File: config.mk
export PLATFORM = sky130hd
export DESIGN_NAME = bfcc_ctrl
export DESIGN_NICKNAME = d
export VERILOG_FILES = /design/src/hw/bfcc_pkg.sv /design/src/hw/bfcc_pulse_if.sv /design/src/hw/bfcc_ctrl.sv /design/src/hw/bfcc_sync.sv /design/src/hw/bfcc_pulse_gen.sv
export SDC_FILE = /design/constraint.sdc
export NUM_CORES = 1
export LEC_CHECK = 0
export ABC_AREA = 1
export BUFFER_PORTS_ARGS = -buffer_cell sky130_fd_sc_hd__buf_2
export CORE_MARGIN = 5
export CORE_UTILIZATION = 25
export CTS_CLUSTER_DIAMETER = 80
export DETAILED_ROUTE_END_ITERATION = 6
export PLACE_DENSITY_LB_ADDON = 0.2
export REMOVE_ABC_BUFFERS = 1
export SLEW_MARGIN = 15
export SYNTH_ARGS = -nofsm -noshare
export SYNTH_HDL_FRONTEND = slang
export SYNTH_SLANG_ARGS = --single-unit
File: constraint.sdc
create_clock -name sys_clk -period 10.5 [get_ports sys_clk]
set_clock_uncertainty 0.15 [all_clocks]
set_input_delay 0.525 -clock sys_clk [delete_from_list [all_inputs] [get_ports sys_clk]]
set_output_delay 0.525 -clock sys_clk [all_outputs]
set_load 0.02 [all_outputs]
File: src/hw/bfcc_pkg.sv
package bfcc_pkg;
    // Core clock: 10 MHz, 100 ns period
    localparam int CLK_MHZ = 10;
    // Top-off duty cycle, as printed
    localparam int TOPOFF_ON_US = 260;
    localparam int TOPOFF_OFF_US = 1820;
    localparam int TOPOFF_ON_CYC = TOPOFF_ON_US * CLK_MHZ;
    localparam int TOPOFF_OFF_CYC = TOPOFF_OFF_US * CLK_MHZ;
    // Trickle off time at the C/32 setting; doubled when top-off is on
    localparam int TRICKLE_OFF_US = 16380;
    localparam int TRICKLE_OFF_CYC = TRICKLE_OFF_US * CLK_MHZ;
    // Millisecond tick feeding the long timers
    localparam int TICK_US = 1000;
    localparam int TICK_CYC = TICK_US * CLK_MHZ;
    // Maximum-voltage wait before declaring the battery absent
    localparam int MCV_HOLD_MS = 1500;
    // Safety timer and hold-off at the slowest rate; halved per rate step
    localparam int SAFETY_BASE_MS = 96000;
    localparam int HOLDOFF_BASE_MS = 16000;
    // Elapsed-time bit used to blink the lamps
    localparam int FLASH_BIT = 9;
    // Three-state pin codes from the pin level detector
    localparam logic [1:0] TRI_LOW = 2'h0;
    localparam logic [1:0] TRI_FLOAT = 2'h1;
    localparam logic [1:0] TRI_HIGH = 2'h2;
    // Positions in the synchronised input vector
    localparam int S_DREQ = 0;
    localparam int S_SUSP = 1;
    localparam int S_SUPPLY = 2;
    localparam int S_EMPTY = 3;
    localparam int S_MAXV = 4;
    localparam int S_CUT = 5;
    localparam int S_COLD = 6;
    localparam int S_HOT = 7;
    localparam int S_RATE = 8;
    localparam int S_PEAK = 9;
    localparam int S_NEG = 10;
    localparam int S_REFG = 11;
    localparam int S_OVER = 12;
    localparam int S_VOLTAGE_TERM_SELECT = 13;
    localparam int S_TM1 = 15;
    localparam int S_TM2 = 17;
    localparam int S_DISPLAY_SELECT = 19;
    localparam int SYNC_W = 21;
    // Active-low request and suspend idle high
    localparam logic [SYNC_W-1:0] SYNC_INIT = 21'h000003;
    // Charge sequencer states
    typedef enum logic [2:0] {
        ST_SUSP, ST_DISCH, ST_QUAL, ST_FAST, ST_TOPOFF, ST_TRICKLE, ST_MCV, ST_ABSENT
    } bfcc_state_t;
endpackage : bfcc_pkg

File: src/hw/bfcc_pulse_if.sv
`timescale 1ns/100ps
// Pulse request from the sequencer and the modulated answer
interface bfcc_pulse_if;
    logic run; // Modulator running
    logic [31:0] on_len; // Active cycles per period
    logic [31:0] period_len; // Whole period in cycles
    logic pulse; // Modulated gate request
    modport ctrl (output run, output on_len, output period_len, input pulse);
    modport gen (input run, input on_len, input period_len, output pulse);
endinterface : bfcc_pulse_if

File: src/hw/bfcc_ctrl.sv
`timescale 1ns/100ps
module bfcc_ctrl #(
    parameter int TICK_CYC = bfcc_pkg::TICK_CYC,
    parameter int TOPOFF_OFF_CYC = bfcc_pkg::TOPOFF_OFF_CYC,
    parameter int TRICKLE_OFF_CYC = bfcc_pkg::TRICKLE_OFF_CYC,
    parameter int MCV_HOLD_MS = bfcc_pkg::MCV_HOLD_MS,
    parameter int SAFETY_BASE_MS = bfcc_pkg::SAFETY_BASE_MS,
    parameter int HOLDOFF_BASE_MS = bfcc_pkg::HOLDOFF_BASE_MS
) (
    input wire logic sys_clk,
    input wire logic rst,
    input wire logic clk_en,
    input wire logic discharge_request_n,
    input wire logic suspend_n,
    input wire logic supply_good,
    input wire logic [1:0] voltage_term_select,
    input wire logic [1:0] timer_mode_sel_1,
    input wire logic [1:0] timer_mode_sel_2,
    input wire logic [1:0] display_select,
    input wire logic cell_below_empty,
    input wire logic cell_above_max,
    input wire logic temp_below_cutoff,
    input wire logic temp_too_cold,
    input wire logic temp_too_hot,
    input wire logic temp_rate_trip,
    input wire logic peak_voltage_term,
    input wire logic neg_delta_trip,
    input wire logic sense_ref_grounded,
    input wire logic sense_over_limit,
    output logic charge_gate,
    output logic charge_gate_oe,
    output logic discharge_drive,
    output logic discharge_drive_oe,
    output logic status_lamp_1,
    output logic status_lamp_1_oe,
    output logic status_lamp_2,
    output logic status_lamp_2_oe,
    output logic low_power
);
    logic [bfcc_pkg::SYNC_W-1:0] s; // Synchronised pins
    bfcc_pkg::bfcc_state_t state;
    bfcc_pkg::bfcc_state_t next_state;
    logic dreq_prev, susp_prev, supply_prev, maxv_prev; // Edge history
    logic dreq_fall, susp_rise, supply_rise, maxv_fall;
    logic start_cycle; // Any new-cycle cause
    logic pvd_mode, neg_mode, topoff_en, trickle_en;
    logic [1:0] rate; // Fast-charge rate step
    logic [31:0] safety_ms, holdoff_ms;
    logic [31:0] tick_cnt, next_tick_cnt;
    logic [31:0] elapsed_ms, next_elapsed_ms; // Time in current state
    logic timeout, holdoff_done, qual_ok, term_fast, blink;
    logic next_gate, next_gate_oe, next_dis, next_l1, next_l2, next_lp;
    logic run_ok; // No override pending this cycle
    logic [1:0] fill; // Synchroniser holds real pin levels once both bits are set
    bfcc_pulse_if pif ();

    // Comparator inputs already read relative to the sense reference
    bfcc_sync #(.W(bfcc_pkg::SYNC_W), .INIT(bfcc_pkg::SYNC_INIT)) u_sync (
        .sys_clk(sys_clk),
        .rst(rst),
        .clk_en(clk_en),
        .d_in({display_select, timer_mode_sel_2, timer_mode_sel_1, voltage_term_select,
               sense_over_limit, sense_ref_grounded, neg_delta_trip, peak_voltage_term,
               temp_rate_trip, temp_too_hot, temp_too_cold, temp_below_cutoff,
               cell_above_max, cell_below_empty, supply_good, suspend_n,
               discharge_request_n}),
        .q(s)
    );

    bfcc_pulse_gen u_pulse (
        .sys_clk(sys_clk),
        .rst(rst),
        .clk_en(clk_en),
        .pif(pif.gen)
    );

    // Edge detection on synchronised levels only
    always_ff @(posedge sys_clk) begin
        if (rst) begin
            dreq_prev <= 1'b1;
            susp_prev <= 1'b1;
            supply_prev <= 1'b0;
            maxv_prev <= 1'b0;
            fill <= 2'h0;
        end else if (clk_en) begin
            dreq_prev <= s[bfcc_pkg::S_DREQ];
            susp_prev <= s[bfcc_pkg::S_SUSP];
            supply_prev <= s[bfcc_pkg::S_SUPPLY];
            maxv_prev <= s[bfcc_pkg::S_MAXV];
            fill <= {fill[0], 1'b1};
        end
    end

    // Configuration decode and cycle-start causes
    always_comb begin
        dreq_fall = dreq_prev && !s[bfcc_pkg::S_DREQ];
        susp_rise = !susp_prev && s[bfcc_pkg::S_SUSP];
        supply_rise = !supply_prev && s[bfcc_pkg::S_SUPPLY];
        maxv_fall = maxv_prev && !s[bfcc_pkg::S_MAXV];
        // Insertion shows as the cell falling through the maximum level
        start_cycle = susp_rise || supply_rise || (state == bfcc_pkg::ST_ABSENT && maxv_fall);
        pvd_mode = s[bfcc_pkg::S_VOLTAGE_TERM_SELECT +: 2] == bfcc_pkg::TRI_HIGH;
        neg_mode = s[bfcc_pkg::S_VOLTAGE_TERM_SELECT +: 2] == bfcc_pkg::TRI_FLOAT;
        // Rate steps through the first selector, one more if the second is high
        rate = s[bfcc_pkg::S_TM1 +: 2] + {1'b0, s[bfcc_pkg::S_TM2 +: 2] == bfcc_pkg::TRI_HIGH};
        topoff_en = s[bfcc_pkg::S_TM2 +: 2] == bfcc_pkg::TRI_FLOAT;
        trickle_en = !(s[bfcc_pkg::S_TM1 +: 2] == bfcc_pkg::TRI_LOW
                       && s[bfcc_pkg::S_TM2 +: 2] == bfcc_pkg::TRI_LOW);
        safety_ms = 32'(SAFETY_BASE_MS) >> rate;
        holdoff_ms = 32'(HOLDOFF_BASE_MS) >> rate;
        timeout = elapsed_ms >= safety_ms;
        holdoff_done = elapsed_ms >= holdoff_ms;
        blink = elapsed_ms[bfcc_pkg::FLASH_BIT];
        run_ok = clk_en && s[bfcc_pkg::S_SUSP] && !dreq_fall && !start_cycle;
        // Cold limit ignored in peak-voltage mode; reset idle levels never qualify
        qual_ok = !s[bfcc_pkg::S_EMPTY] && !s[bfcc_pkg::S_MAXV] && !s[bfcc_pkg::S_HOT]
                  && (pvd_mode || !s[bfcc_pkg::S_COLD]) && fill[1];
        term_fast = s[bfcc_pkg::S_RATE] || (pvd_mode && s[bfcc_pkg::S_PEAK])
                    || (neg_mode && holdoff_done && s[bfcc_pkg::S_NEG])
                    || (!pvd_mode && s[bfcc_pkg::S_COLD]) || timeout;
    end

    // Sequencer next state; suspend beats everything, then the request
    always_comb begin
        next_state = state;
        if (!s[bfcc_pkg::S_SUSP]) begin
            next_state = bfcc_pkg::ST_SUSP;
        end else if (dreq_fall) begin
            next_state = bfcc_pkg::ST_DISCH;
        end else if (start_cycle) begin
            // Held request makes discharge the first step
            next_state = s[bfcc_pkg::S_DREQ] ? bfcc_pkg::ST_QUAL : bfcc_pkg::ST_DISCH;
        end else begin
            unique case (state)
                bfcc_pkg::ST_SUSP: begin
                    next_state = s[bfcc_pkg::S_DREQ] ? bfcc_pkg::ST_QUAL : bfcc_pkg::ST_DISCH;
                end
                bfcc_pkg::ST_DISCH: begin
                    if (s[bfcc_pkg::S_EMPTY]) begin
                        next_state = bfcc_pkg::ST_QUAL;
                    end
                end
                bfcc_pkg::ST_QUAL: begin
                    if (s[bfcc_pkg::S_MAXV]) begin
                        next_state = bfcc_pkg::ST_ABSENT;
                    end else if (qual_ok) begin
                        next_state = bfcc_pkg::ST_FAST;
                    end
                    // Otherwise pending, trickling when enabled, with no time limit
                end
                bfcc_pkg::ST_FAST: begin
                    if (s[bfcc_pkg::S_MAXV]) begin
                        next_state = bfcc_pkg::ST_MCV;
                    end else if (s[bfcc_pkg::S_CUT]) begin
                        next_state = bfcc_pkg::ST_TRICKLE;
                    end else if (term_fast) begin
                        next_state = topoff_en ? bfcc_pkg::ST_TOPOFF : bfcc_pkg::ST_TRICKLE;
                    end
                end
                bfcc_pkg::ST_TOPOFF: begin
                    if (s[bfcc_pkg::S_MAXV]) begin
                        next_state = bfcc_pkg::ST_MCV;
                    end else if (s[bfcc_pkg::S_CUT] || timeout) begin
                        next_state = bfcc_pkg::ST_TRICKLE;
                    end
                end
                bfcc_pkg::ST_TRICKLE: begin
                    next_state = state;
                end
                bfcc_pkg::ST_MCV: begin
                    // Quick fall back means full; staying high means removed
                    if (!s[bfcc_pkg::S_MAXV]) begin
                        next_state = bfcc_pkg::ST_TRICKLE;
                    end else if (elapsed_ms >= 32'(MCV_HOLD_MS)) begin
                        next_state = bfcc_pkg::ST_ABSENT;
                    end
                end
                bfcc_pkg::ST_ABSENT: begin
                    next_state = state;
                end
            endcase
        end
        if (!clk_en) begin
            next_state = state;
        end
    end

    // Millisecond timebase, cleared on every state change
    always_comb begin
        next_tick_cnt = tick_cnt;
        next_elapsed_ms = elapsed_ms;
        if (clk_en) begin
            if (next_state != state) begin
                next_tick_cnt = '0;
                next_elapsed_ms = '0;
            end else if (tick_cnt >= 32'(TICK_CYC - 1)) begin
                next_tick_cnt = '0;
                // Saturate so a long trickle never wraps into a timeout
                next_elapsed_ms = (&elapsed_ms) ? elapsed_ms : elapsed_ms + 32'h1;
            end else begin
                next_tick_cnt = tick_cnt + 32'h1;
            end
        end
    end

    // Modulator setup: top-off duty or the trickle period
    always_comb begin
        pif.run = (state == bfcc_pkg::ST_TOPOFF)
                  || (trickle_en && (state == bfcc_pkg::ST_TRICKLE || state == bfcc_pkg::ST_QUAL));
        pif.on_len = 32'(bfcc_pkg::TOPOFF_ON_CYC);
        if (state == bfcc_pkg::ST_TOPOFF) begin
            pif.period_len = 32'(bfcc_pkg::TOPOFF_ON_CYC + TOPOFF_OFF_CYC);
        end else if (topoff_en) begin
            // Half the trickle rate when top-off is selected
            pif.period_len = 32'(bfcc_pkg::TOPOFF_ON_CYC + 2 * TRICKLE_OFF_CYC);
        end else begin
            pif.period_len = 32'(bfcc_pkg::TOPOFF_ON_CYC + TRICKLE_OFF_CYC);
        end
    end

    // Output values from the coming state
    always_comb begin
        next_gate = 1'b0;
        next_dis = next_state == bfcc_pkg::ST_DISCH;
        next_l1 = 1'b0;
        next_l2 = 1'b0;
        next_lp = !s[bfcc_pkg::S_SUSP];
        next_gate_oe = s[bfcc_pkg::S_SUSP];
        unique case (next_state)
            bfcc_pkg::ST_FAST: begin
                // Plain on/off when the reference is grounded, else hysteretic
                next_gate = s[bfcc_pkg::S_REFG] || !s[bfcc_pkg::S_OVER];
            end
            bfcc_pkg::ST_TOPOFF, bfcc_pkg::ST_TRICKLE, bfcc_pkg::ST_QUAL: begin
                next_gate = pif.pulse;
            end
            default: begin
                next_gate = 1'b0;
            end
        endcase
        // Lamp encoding; all dark while the maximum-voltage check runs
        case (s[bfcc_pkg::S_DISPLAY_SELECT +: 2])
            bfcc_pkg::TRI_LOW: begin
                next_l1 = next_state inside {bfcc_pkg::ST_FAST, bfcc_pkg::ST_TOPOFF};
                next_l2 = next_state == bfcc_pkg::ST_TRICKLE;
            end
            bfcc_pkg::TRI_HIGH: begin
                next_l1 = next_state == bfcc_pkg::ST_QUAL;
                next_l2 = next_state inside {bfcc_pkg::ST_FAST, bfcc_pkg::ST_TOPOFF}
                          || (next_state == bfcc_pkg::ST_TRICKLE && blink);
            end
            default: begin
                next_l1 = next_state inside {bfcc_pkg::ST_FAST, bfcc_pkg::ST_TOPOFF}
                          || (next_state == bfcc_pkg::ST_QUAL && blink);
                next_l2 = next_state == bfcc_pkg::ST_TRICKLE
                          || (next_state == bfcc_pkg::ST_ABSENT && blink);
            end
        endcase
    end

    // State, timers and every top output registered here
    always_ff @(posedge sys_clk) begin
        if (rst) begin
            state <= bfcc_pkg::ST_QUAL;
            tick_cnt <= '0;
            elapsed_ms <= '0;
            charge_gate <= 1'b0;
            charge_gate_oe <= 1'b1;
            discharge_drive <= 1'b0;
            discharge_drive_oe <= 1'b1;
            status_lamp_1 <= 1'b0;
            status_lamp_1_oe <= 1'b1;
            status_lamp_2 <= 1'b0;
            status_lamp_2_oe <= 1'b1;
            low_power <= 1'b0;
        end else if (clk_en) begin
            state <= next_state;
            tick_cnt <= next_tick_cnt;
            elapsed_ms <= next_elapsed_ms;
            charge_gate <= next_gate && next_gate_oe;
            charge_gate_oe <= next_gate_oe;
            discharge_drive <= next_dis && next_gate_oe;
            discharge_drive_oe <= next_gate_oe;
            status_lamp_1 <= next_l1 && next_gate_oe;
            status_lamp_1_oe <= next_gate_oe;
            status_lamp_2 <= next_l2 && next_gate_oe;
            status_lamp_2_oe <= next_gate_oe;
            low_power <= next_lp;
        end
    end
endmodule : bfcc_ctrl

File: src/hw/bfcc_sync.sv
`timescale 1ns/100ps
// Two-flop synchroniser bank for pin-level inputs
module bfcc_sync #(
    parameter int W = 1,
    parameter logic [W-1:0] INIT = '0
) (
    input wire logic sys_clk,
    input wire logic rst,
    input wire logic clk_en,
    input wire logic [W-1:0] d_in,
    output logic [W-1:0] q
);
    logic [W-1:0] meta; // First stage, read only by q
    logic [W-1:0] next_meta;
    logic [W-1:0] next_q;

    // One pair of flops per bit
    for (genvar i = 0; i < W; i++) begin : g_bit
        always_comb begin
            next_meta[i] = clk_en ? d_in[i] : meta[i];
            next_q[i] = clk_en ? meta[i] : q[i];
        end
    end

    // Idle levels at reset keep edges from firing falsely
    always_ff @(posedge sys_clk) begin
        if (rst) begin
            meta <= INIT;
            q <= INIT;
        end else begin
            meta <= next_meta;
            q <= next_q;
        end
    end
endmodule : bfcc_sync

File: src/hw/bfcc_pulse_gen.sv
`timescale 1ns/100ps
// Fixed-width pulse modulator for top-off and trickle rates
module bfcc_pulse_gen (
    input wire logic sys_clk,
    input wire logic rst,
    input wire logic clk_en,
    bfcc_pulse_if.gen pif
);
    logic [31:0] cnt; // Position in the period
    logic [31:0] next_cnt;
    logic next_pulse;

    // Restart from the active part whenever the modulator is stopped
    always_comb begin
        next_cnt = cnt;
        next_pulse = pif.pulse;
        if (clk_en) begin
            if (!pif.run || cnt >= pif.period_len - 32'h1) begin
                next_cnt = '0;
            end else begin
                next_cnt = cnt + 32'h1;
            end
            next_pulse = pif.run && (cnt < pif.on_len);
        end
    end

    // Registers only
    always_ff @(posedge sys_clk) begin
        if (rst) begin
            cnt <= '0;
            pif.pulse <= 1'b0;
        end else begin
            cnt <= next_cnt;
            pif.pulse <= next_pulse;
        end
    end
endmodule : bfcc_pulse_gen

After elaboration in Yosys (flattened, before gate mapping):

Index checks and enable logic that the tools add are counted.
Widths: inputs -> output; s select.

* magnitude comparators: 6
* reductions and logical operators: 60
* shifts and indexed selects: 2
* eq/ne operators: 20
* muxes and demuxes: 28
* add/sub/neg operators: 5

Operator list (number)
* $mux 32: 6
* $add 32x1->32 const B: 3
* $ge 32x32->1: 3
* $mux 3: 14
* $mux 19: 2
* $ge 32x11->1 const B: 1
* $ge 32x14->1 const B: 1
* $lt 32x12->1 const B: 1
* $reduce_and 32->1: 1
* $shr 14x2->32 const A: 1
* $shr 17x2->32 const A: 1
* $logic_and 1x1->1: 23
* $eq 3x3->1 const B: 7
* $pmux 3 s7: 1
* $sub 19x1->20 const B: 1
* $logic_or 1x1->1: 15
* $eq 3x2->1 const B: 4
* $logic_not 1->1: 12
* $eq 2x2->1 const B: 3
* $eq 3x1->1 const B: 2
* $logic_not 2->1: 3
* $pmux 1 s2: 3
* $eq 2x1->1 const B: 2
* $reduce_bool 2->1: 2
* other kinds (9): 9

* bits of input ports: 24
* output and inout bits: 9
* bits in registers: 153

Logic depth before layout (Yosys ltp):

* depth in word-level cells: 22
* mapped depth: 34
* gate-level depth less buffers: 34

Hierarchy:

Synthesis repeated with hierarchy kept, for this count alone.

* cells, all modules: 1690
* area, all modules: 11260.8 um^2

Modules (own cells, without submodules)
* bfcc_ctrl: times used 1, cells an instance 843, area an instance 5600.4 um^2, seq. area each 1561.5 um^2
* bfcc_pulse_gen: times used 1, cells an instance 588, area an instance 3927.5 um^2, seq. area each 660.6 um^2
* bfcc_sync: times used 1, cells an instance 259, area an instance 1732.9 um^2, seq. area each 840.8 um^2

Worst setup path before layout:

Ideal clock, no wire load.

* kind: reg-to-reg
* start: register u_sync.q[18]
* end: register tick_cnt[10]
* setup time: 0.116 ns
* buffers on the path: 1
* arrival time: 3.325 ns
* stages on the path, launching flop included: 29
* path slack: 6.909 ns
* period minus slack after synthesis: 3.591 ns
* cell sequence: dfxtp_1 -> inv_1 -> nor2_1 -> ha_1 -> or2_2 -> nand2_1 -> inv_1 -> nor2_1 -> inv_1 -> ha_1 -> a21oi_1 -> nand2_1 -> a21oi_1 -> nand3_1 -> nand2_1 -> nand2_1 -> o21bai_1 -> nand3_1 -> nand3_1 -> nand4_1 -> nand2_1 -> nand2_1 -> nand2_1 -> nand3_2 -> nand2_2 -> nor2_2 -> o21ai_2 -> buf_2 -> nor2_1

* cells in the longest elaborated chain, start to end: 19
* elaborated cells on any way between the ends: 26

Ends and longest elaborated chain
* from (decl): line bfcc_sync.sv:11 `output logic [W-1:0] q`
* from (signal assigned): line bfcc_sync.sv:32 `q <= next_q;`
* $eq 2x2->1: line bfcc_ctrl.sv:105 `rate = s[bfcc_pkg::S_TM1 +: 2] + {1'b0, s[bfcc_pkg::S_TM2 +: 2] == bfcc_pkg::TRI_HIGH};`
* $add 2x1->2: line bfcc_ctrl.sv:105
* $shr 14x2->32: line bfcc_ctrl.sv:110 `holdoff_ms = 32'(HOLDOFF_BASE_MS) >> rate;`
* $ge 32x32->1: line bfcc_ctrl.sv:112 `holdoff_done = elapsed_ms >= holdoff_ms;`
* $logic_and 1x1->1 (2 in a row): line bfcc_ctrl.sv:119 `|| (neg_mode && holdoff_done && s[bfcc_pkg::S_NEG])`
* $logic_or 1x1->1: line bfcc_ctrl.sv:119
* $logic_or 1x1->1 (2 in a row): line bfcc_ctrl.sv:120 `|| (!pvd_mode && s[bfcc_pkg::S_COLD]) || timeout;`
* $mux 3: line bfcc_ctrl.sv:156 `end else if (term_fast) begin`
* $mux 3: line bfcc_ctrl.sv:154 `end else if (s[bfcc_pkg::S_CUT]) begin`
* $mux 3: line bfcc_ctrl.sv:152 `if (s[bfcc_pkg::S_MAXV]) begin`
* $pmux 3 s7 (*): line bfcc_ctrl.sv:134 `unique case (state)`
* $mux 3 (*): line bfcc_ctrl.sv:130 `end else if (start_cycle) begin`
* $mux 3 (*): line bfcc_ctrl.sv:128 `end else if (dreq_fall) begin`
* $mux 3 (*): line bfcc_ctrl.sv:126 `if (!s[bfcc_pkg::S_SUSP]) begin`
* $mux 3 (*): line bfcc_ctrl.sv:183 `if (!clk_en) begin`
* $ne 3x3->1 (*): line bfcc_ctrl.sv:193 `if (next_state != state) begin`
* $mux 32 (*): line bfcc_ctrl.sv:193
* to (signal assigned): line bfcc_ctrl.sv:278 `tick_cnt <= next_tick_cnt;`
* to (decl): line bfcc_ctrl.sv:49 `logic [31:0] tick_cnt, next_tick_cnt;`

Every way passes the cells marked *; elsewhere a longest branch is shown, timed or not.
A chain may end at the register's enable or synchronous reset.

Final worst setup path:

* start: register u_sync.q[18]
* end: register elapsed_ms[28]

* cells in the longest elaborated chain, start to end: 20
* elaborated cells on any way between the ends: 29

Ends and longest elaborated chain
* $eq 2x2->1: line bfcc_ctrl.sv:105
* $add 2x1->2: line bfcc_ctrl.sv:105
* $shr 14x2->32: line bfcc_ctrl.sv:110
* $ge 32x32->1: line bfcc_ctrl.sv:112
* $logic_and 1x1->1 (2 in a row): line bfcc_ctrl.sv:119
* $logic_or 1x1->1: line bfcc_ctrl.sv:119
* $logic_or 1x1->1 (2 in a row): line bfcc_ctrl.sv:120
* $mux 3: line bfcc_ctrl.sv:156
* [2 not listed]
* $pmux 3 s7 (*): line bfcc_ctrl.sv:134
* $mux 3 (*): line bfcc_ctrl.sv:130
* $mux 3 (*): line bfcc_ctrl.sv:128
* $mux 3 (*): line bfcc_ctrl.sv:126
* $mux 3 (*): line bfcc_ctrl.sv:183
* $ne 3x3->1 (*): line bfcc_ctrl.sv:193
* $ne 2x2->1 (no source line) / $reduce_bool 2->1 (equally long branches)
* $reduce_and 3->1 (no source line)
* to (signal assigned): line bfcc_ctrl.sv:279 `elapsed_ms <= next_elapsed_ms;`
* to (decl): line bfcc_ctrl.sv:50 `logic [31:0] elapsed_ms, next_elapsed_ms;`

Marks and branches as above.

==> out/results.txt <==
vias = 7365
vias per inst = 4.47
Syn-to-layout area delta = 14.0%
DPL Wire Length = 14600 um
grt met3 use = 2.27%
relative slew slack = 38.9%
IO Port Bufs = 32
global routing usage on met1 = 16.0%
largest net degree at the start of global routing = 75
Worst path max stage delay = 0.63 ns
Cell variety after synth = 42
Leakage = 3.61 nW
Top Ports = 33
Final ANT Viol Nets = 0
drt drc = 0
syn_area_per_cell = 6.84 um^2
CP Max Fanout = 34
Die W = 191 um
Tot Pwr = 1.40 mW
TritonCTS buffer count = 17
Yosys reg bits = 153
Final Max Slew Viols = 0
Num Clock Sinks = 153
share of the synthesized area in the top cell type = 37.6%
fmax = 207 MHz
number of diodes = 0
die area = 36300 um^2
Max VDD drop = 0.0694 mV
outcome = finished clean
Post-synth EDFFs = 0
DRT iter0 DRCs = 339
Tightest Hold Check Type = input port to flop
Area contributors post-synth = dfxtp_1, nand2_1, nor2_1
met2 usage = 19.4%
initial antenna violation count = 0
critical path arrival = 4.95 ns
max cap viols = 0
RePlAce Congestion = 0.856
Ys Warns = 0
Fillers = 3665
crit share post-route = 46.0%
Initial Util = 25.2%
asr flop ratio synth = 0%
Total Routing Usage GR = 12.0%
Hold-fix buffers, CTS = 0
vias in the first global route = 7248
endpoints failing setup = 0
worst skew pair latency = 0.42 ns
H-Tree Depth = 4
post-route setup TNS = 0 ns
Startpoint Class = flop
GRT busiest layer = met2
Yosys top cell by area = dfxtp_1
CORE AREA = 32400 um^2
unrepaired setup endpoints after global routing = no
row count = 66
TritonCTS clock tree = done
first-pass GRT wire length = 35900 um
Remaining Overflow, GRT = 0
CP most frequent cell = nand2_1
Post-CTS Setup Repair Bufs = 0
critical path's slowest cell = nand2_2
cells after synthesis = 1191
critical setup path kind = flop to flop
critical path capture point type = flop
Clock Tree Buf Depth = 2
Pre-Repair DR Iteration Count = 4
Least-Margin Pin Slew = 0.913 ns
clock-pin slew on the worst setup and hold paths = 0.06 ns
register area share after synthesis = 37.6%
final worst path period need = 4.83 ns
Required @ worst endpoint = 10.62 ns
CTS resizes = 0
wirelength, routed = 20900 um
Netlist Area Pre-Place = 8150 um^2
Final nets = 1257
wire length per cell = 12.7 um
final-report hold violation count = 0
DIE HEIGHT = 191 um
Main synth FF type = dfxtp_1
pwr/cell area = 150 nW/um^2
Root Driver = clkbuf_16
layout cells sized above 1 = 6.89%
registers in the layout (all words and copies together), names as in the netlist, 2 cells and up:
signal	cells
tick_cnt	32
u_sync.meta	21
elapsed_ms	32
u_sync.q	21
fill	2
state	3
u_pulse.cnt	32
cell usage after synthesis (4+ instances only):
library cell	n
a21oi_1	82
buf_1	4
buf_2	12
clkbuf_1	36
dfxtp_1	153
ha_1	39
inv_1	96
inv_2	4
nand2_1	239
nand3_1	77
nand4_1	20
nor2_1	220
nor3_1	45
nor4_1	21
o21ai_0	54
xnor2_1	11
xor2_1	36
through the flow:
| step | cells | util [%] | setup slack, ns | hold slack (ns) | instance area, um^2 |
|---|---|---|---|---|---|
| finish | 1646 | 28.7 | 5.67 | 0.156 | 9290 |
| global route | 1646 | 28.7 | 5.09 | 0.147 | 9290 |
| CTS | 1646 | 28.7 | 5.62 | 0.132 | 9290 |
| detailed placement | 1617 | 26.8 | 5.65 | 0.279 | 8670 |
| global placement | 1617 | 26.8 | 5.77 | 0.277 | 8670 |
| floorplan | 1138 | - | 6.58 | 0.269 | 7920 |
kinds of logic (layout without fill, tap and decap cells):
| family | after synthesis | count (layout) | synth area share (%) |
|---|---|---|---|
| other | 1 | 3 | 0.0460 |
| flip-flops | 153 | 153 | 37.6 |
| XOR/XNOR | 47 | 47 | 5.05 |
| AO/OA/AOI/OAI | 163 | 163 | 11.1 |
| buffers and inverters | 155 | 166 | 7.46 |
| AND/OR/NAND/NOR | 633 | 633 | 32.7 |
| adder cells (fa/ha/maj) | 39 | 39 | 5.99 |
worst max-delay path: cells and delay by family, from the launching register on:
family,cells,cell delay [ns]
flops,1,0.34
simple gates,18,2.43
buf+inv,4,0.35
compound gates,5,0.91
fa+ha+maj,2,0.50
cell usage in the layout, fill, tap and decap left out, drive strengths merged:
master,n
dfxtp,153
ha,39
xnor2,11
nand3,78
conb,3
o21bai,2
clkinvlp,3
a211oi,2
clkbuf,18
a21o,1
o2111ai,1
or2,3
o211ai,4
inv,100
bufinv,4
a21oi,82
nor2,222
nor4,21
and2,1
o21ai,56
nand2,241
nand4,20
a211o,1
a311oi,1
a31o,2
a2111o,2
o22ai,2
nor3,45
buf,37
a221oi,2
a31oi,2
nand3b,2
a21boi,2
clkinv,4
o32ai,1
xor2,36
power by group:
group / switching (mW) / internal [mW]
clock: 0.248 / 0.401
sequential: 0.0113 / 0.597
combinational: 0.101 / 0.0391
path summary, 6_finish.rpt:
kind / endpoint / cells past startpoint / from / slack, ns
setup / recovery: elapsed_ms[28] / 29 / u_sync.q[18] / 5.67
hold / removal: u_sync.meta[0] / 3 / discharge_request_n / 0.16
setup reg to reg: elapsed_ms[28] / 29 / u_sync.q[18] / 5.67
hold reg to reg: u_pulse.cnt[30] / 2 / u_pulse.cnt[30] / 0.29
layout make-up:
class                      instances  area (um^2)  share of cell area (%)
clock buffer                      18          439                    4.73
timing repair buffer              37          198                    2.13
clock inverter                    11          174                    1.87
inverter                         100          377                    4.05
multi-input combinational        885         4480                    48.3
sequential                       153         3060                    33.0
tap                              442          553                    5.95
per-layer routing:
layer / wire length [um] / vias to the layer above
met1: 10600 / 3345
met4: 390 / 0
met5: 0 / -
met3: 568 / 27
met2: 9390 / 94
li1: - / 3899
(Power assumes the default switching activity.)
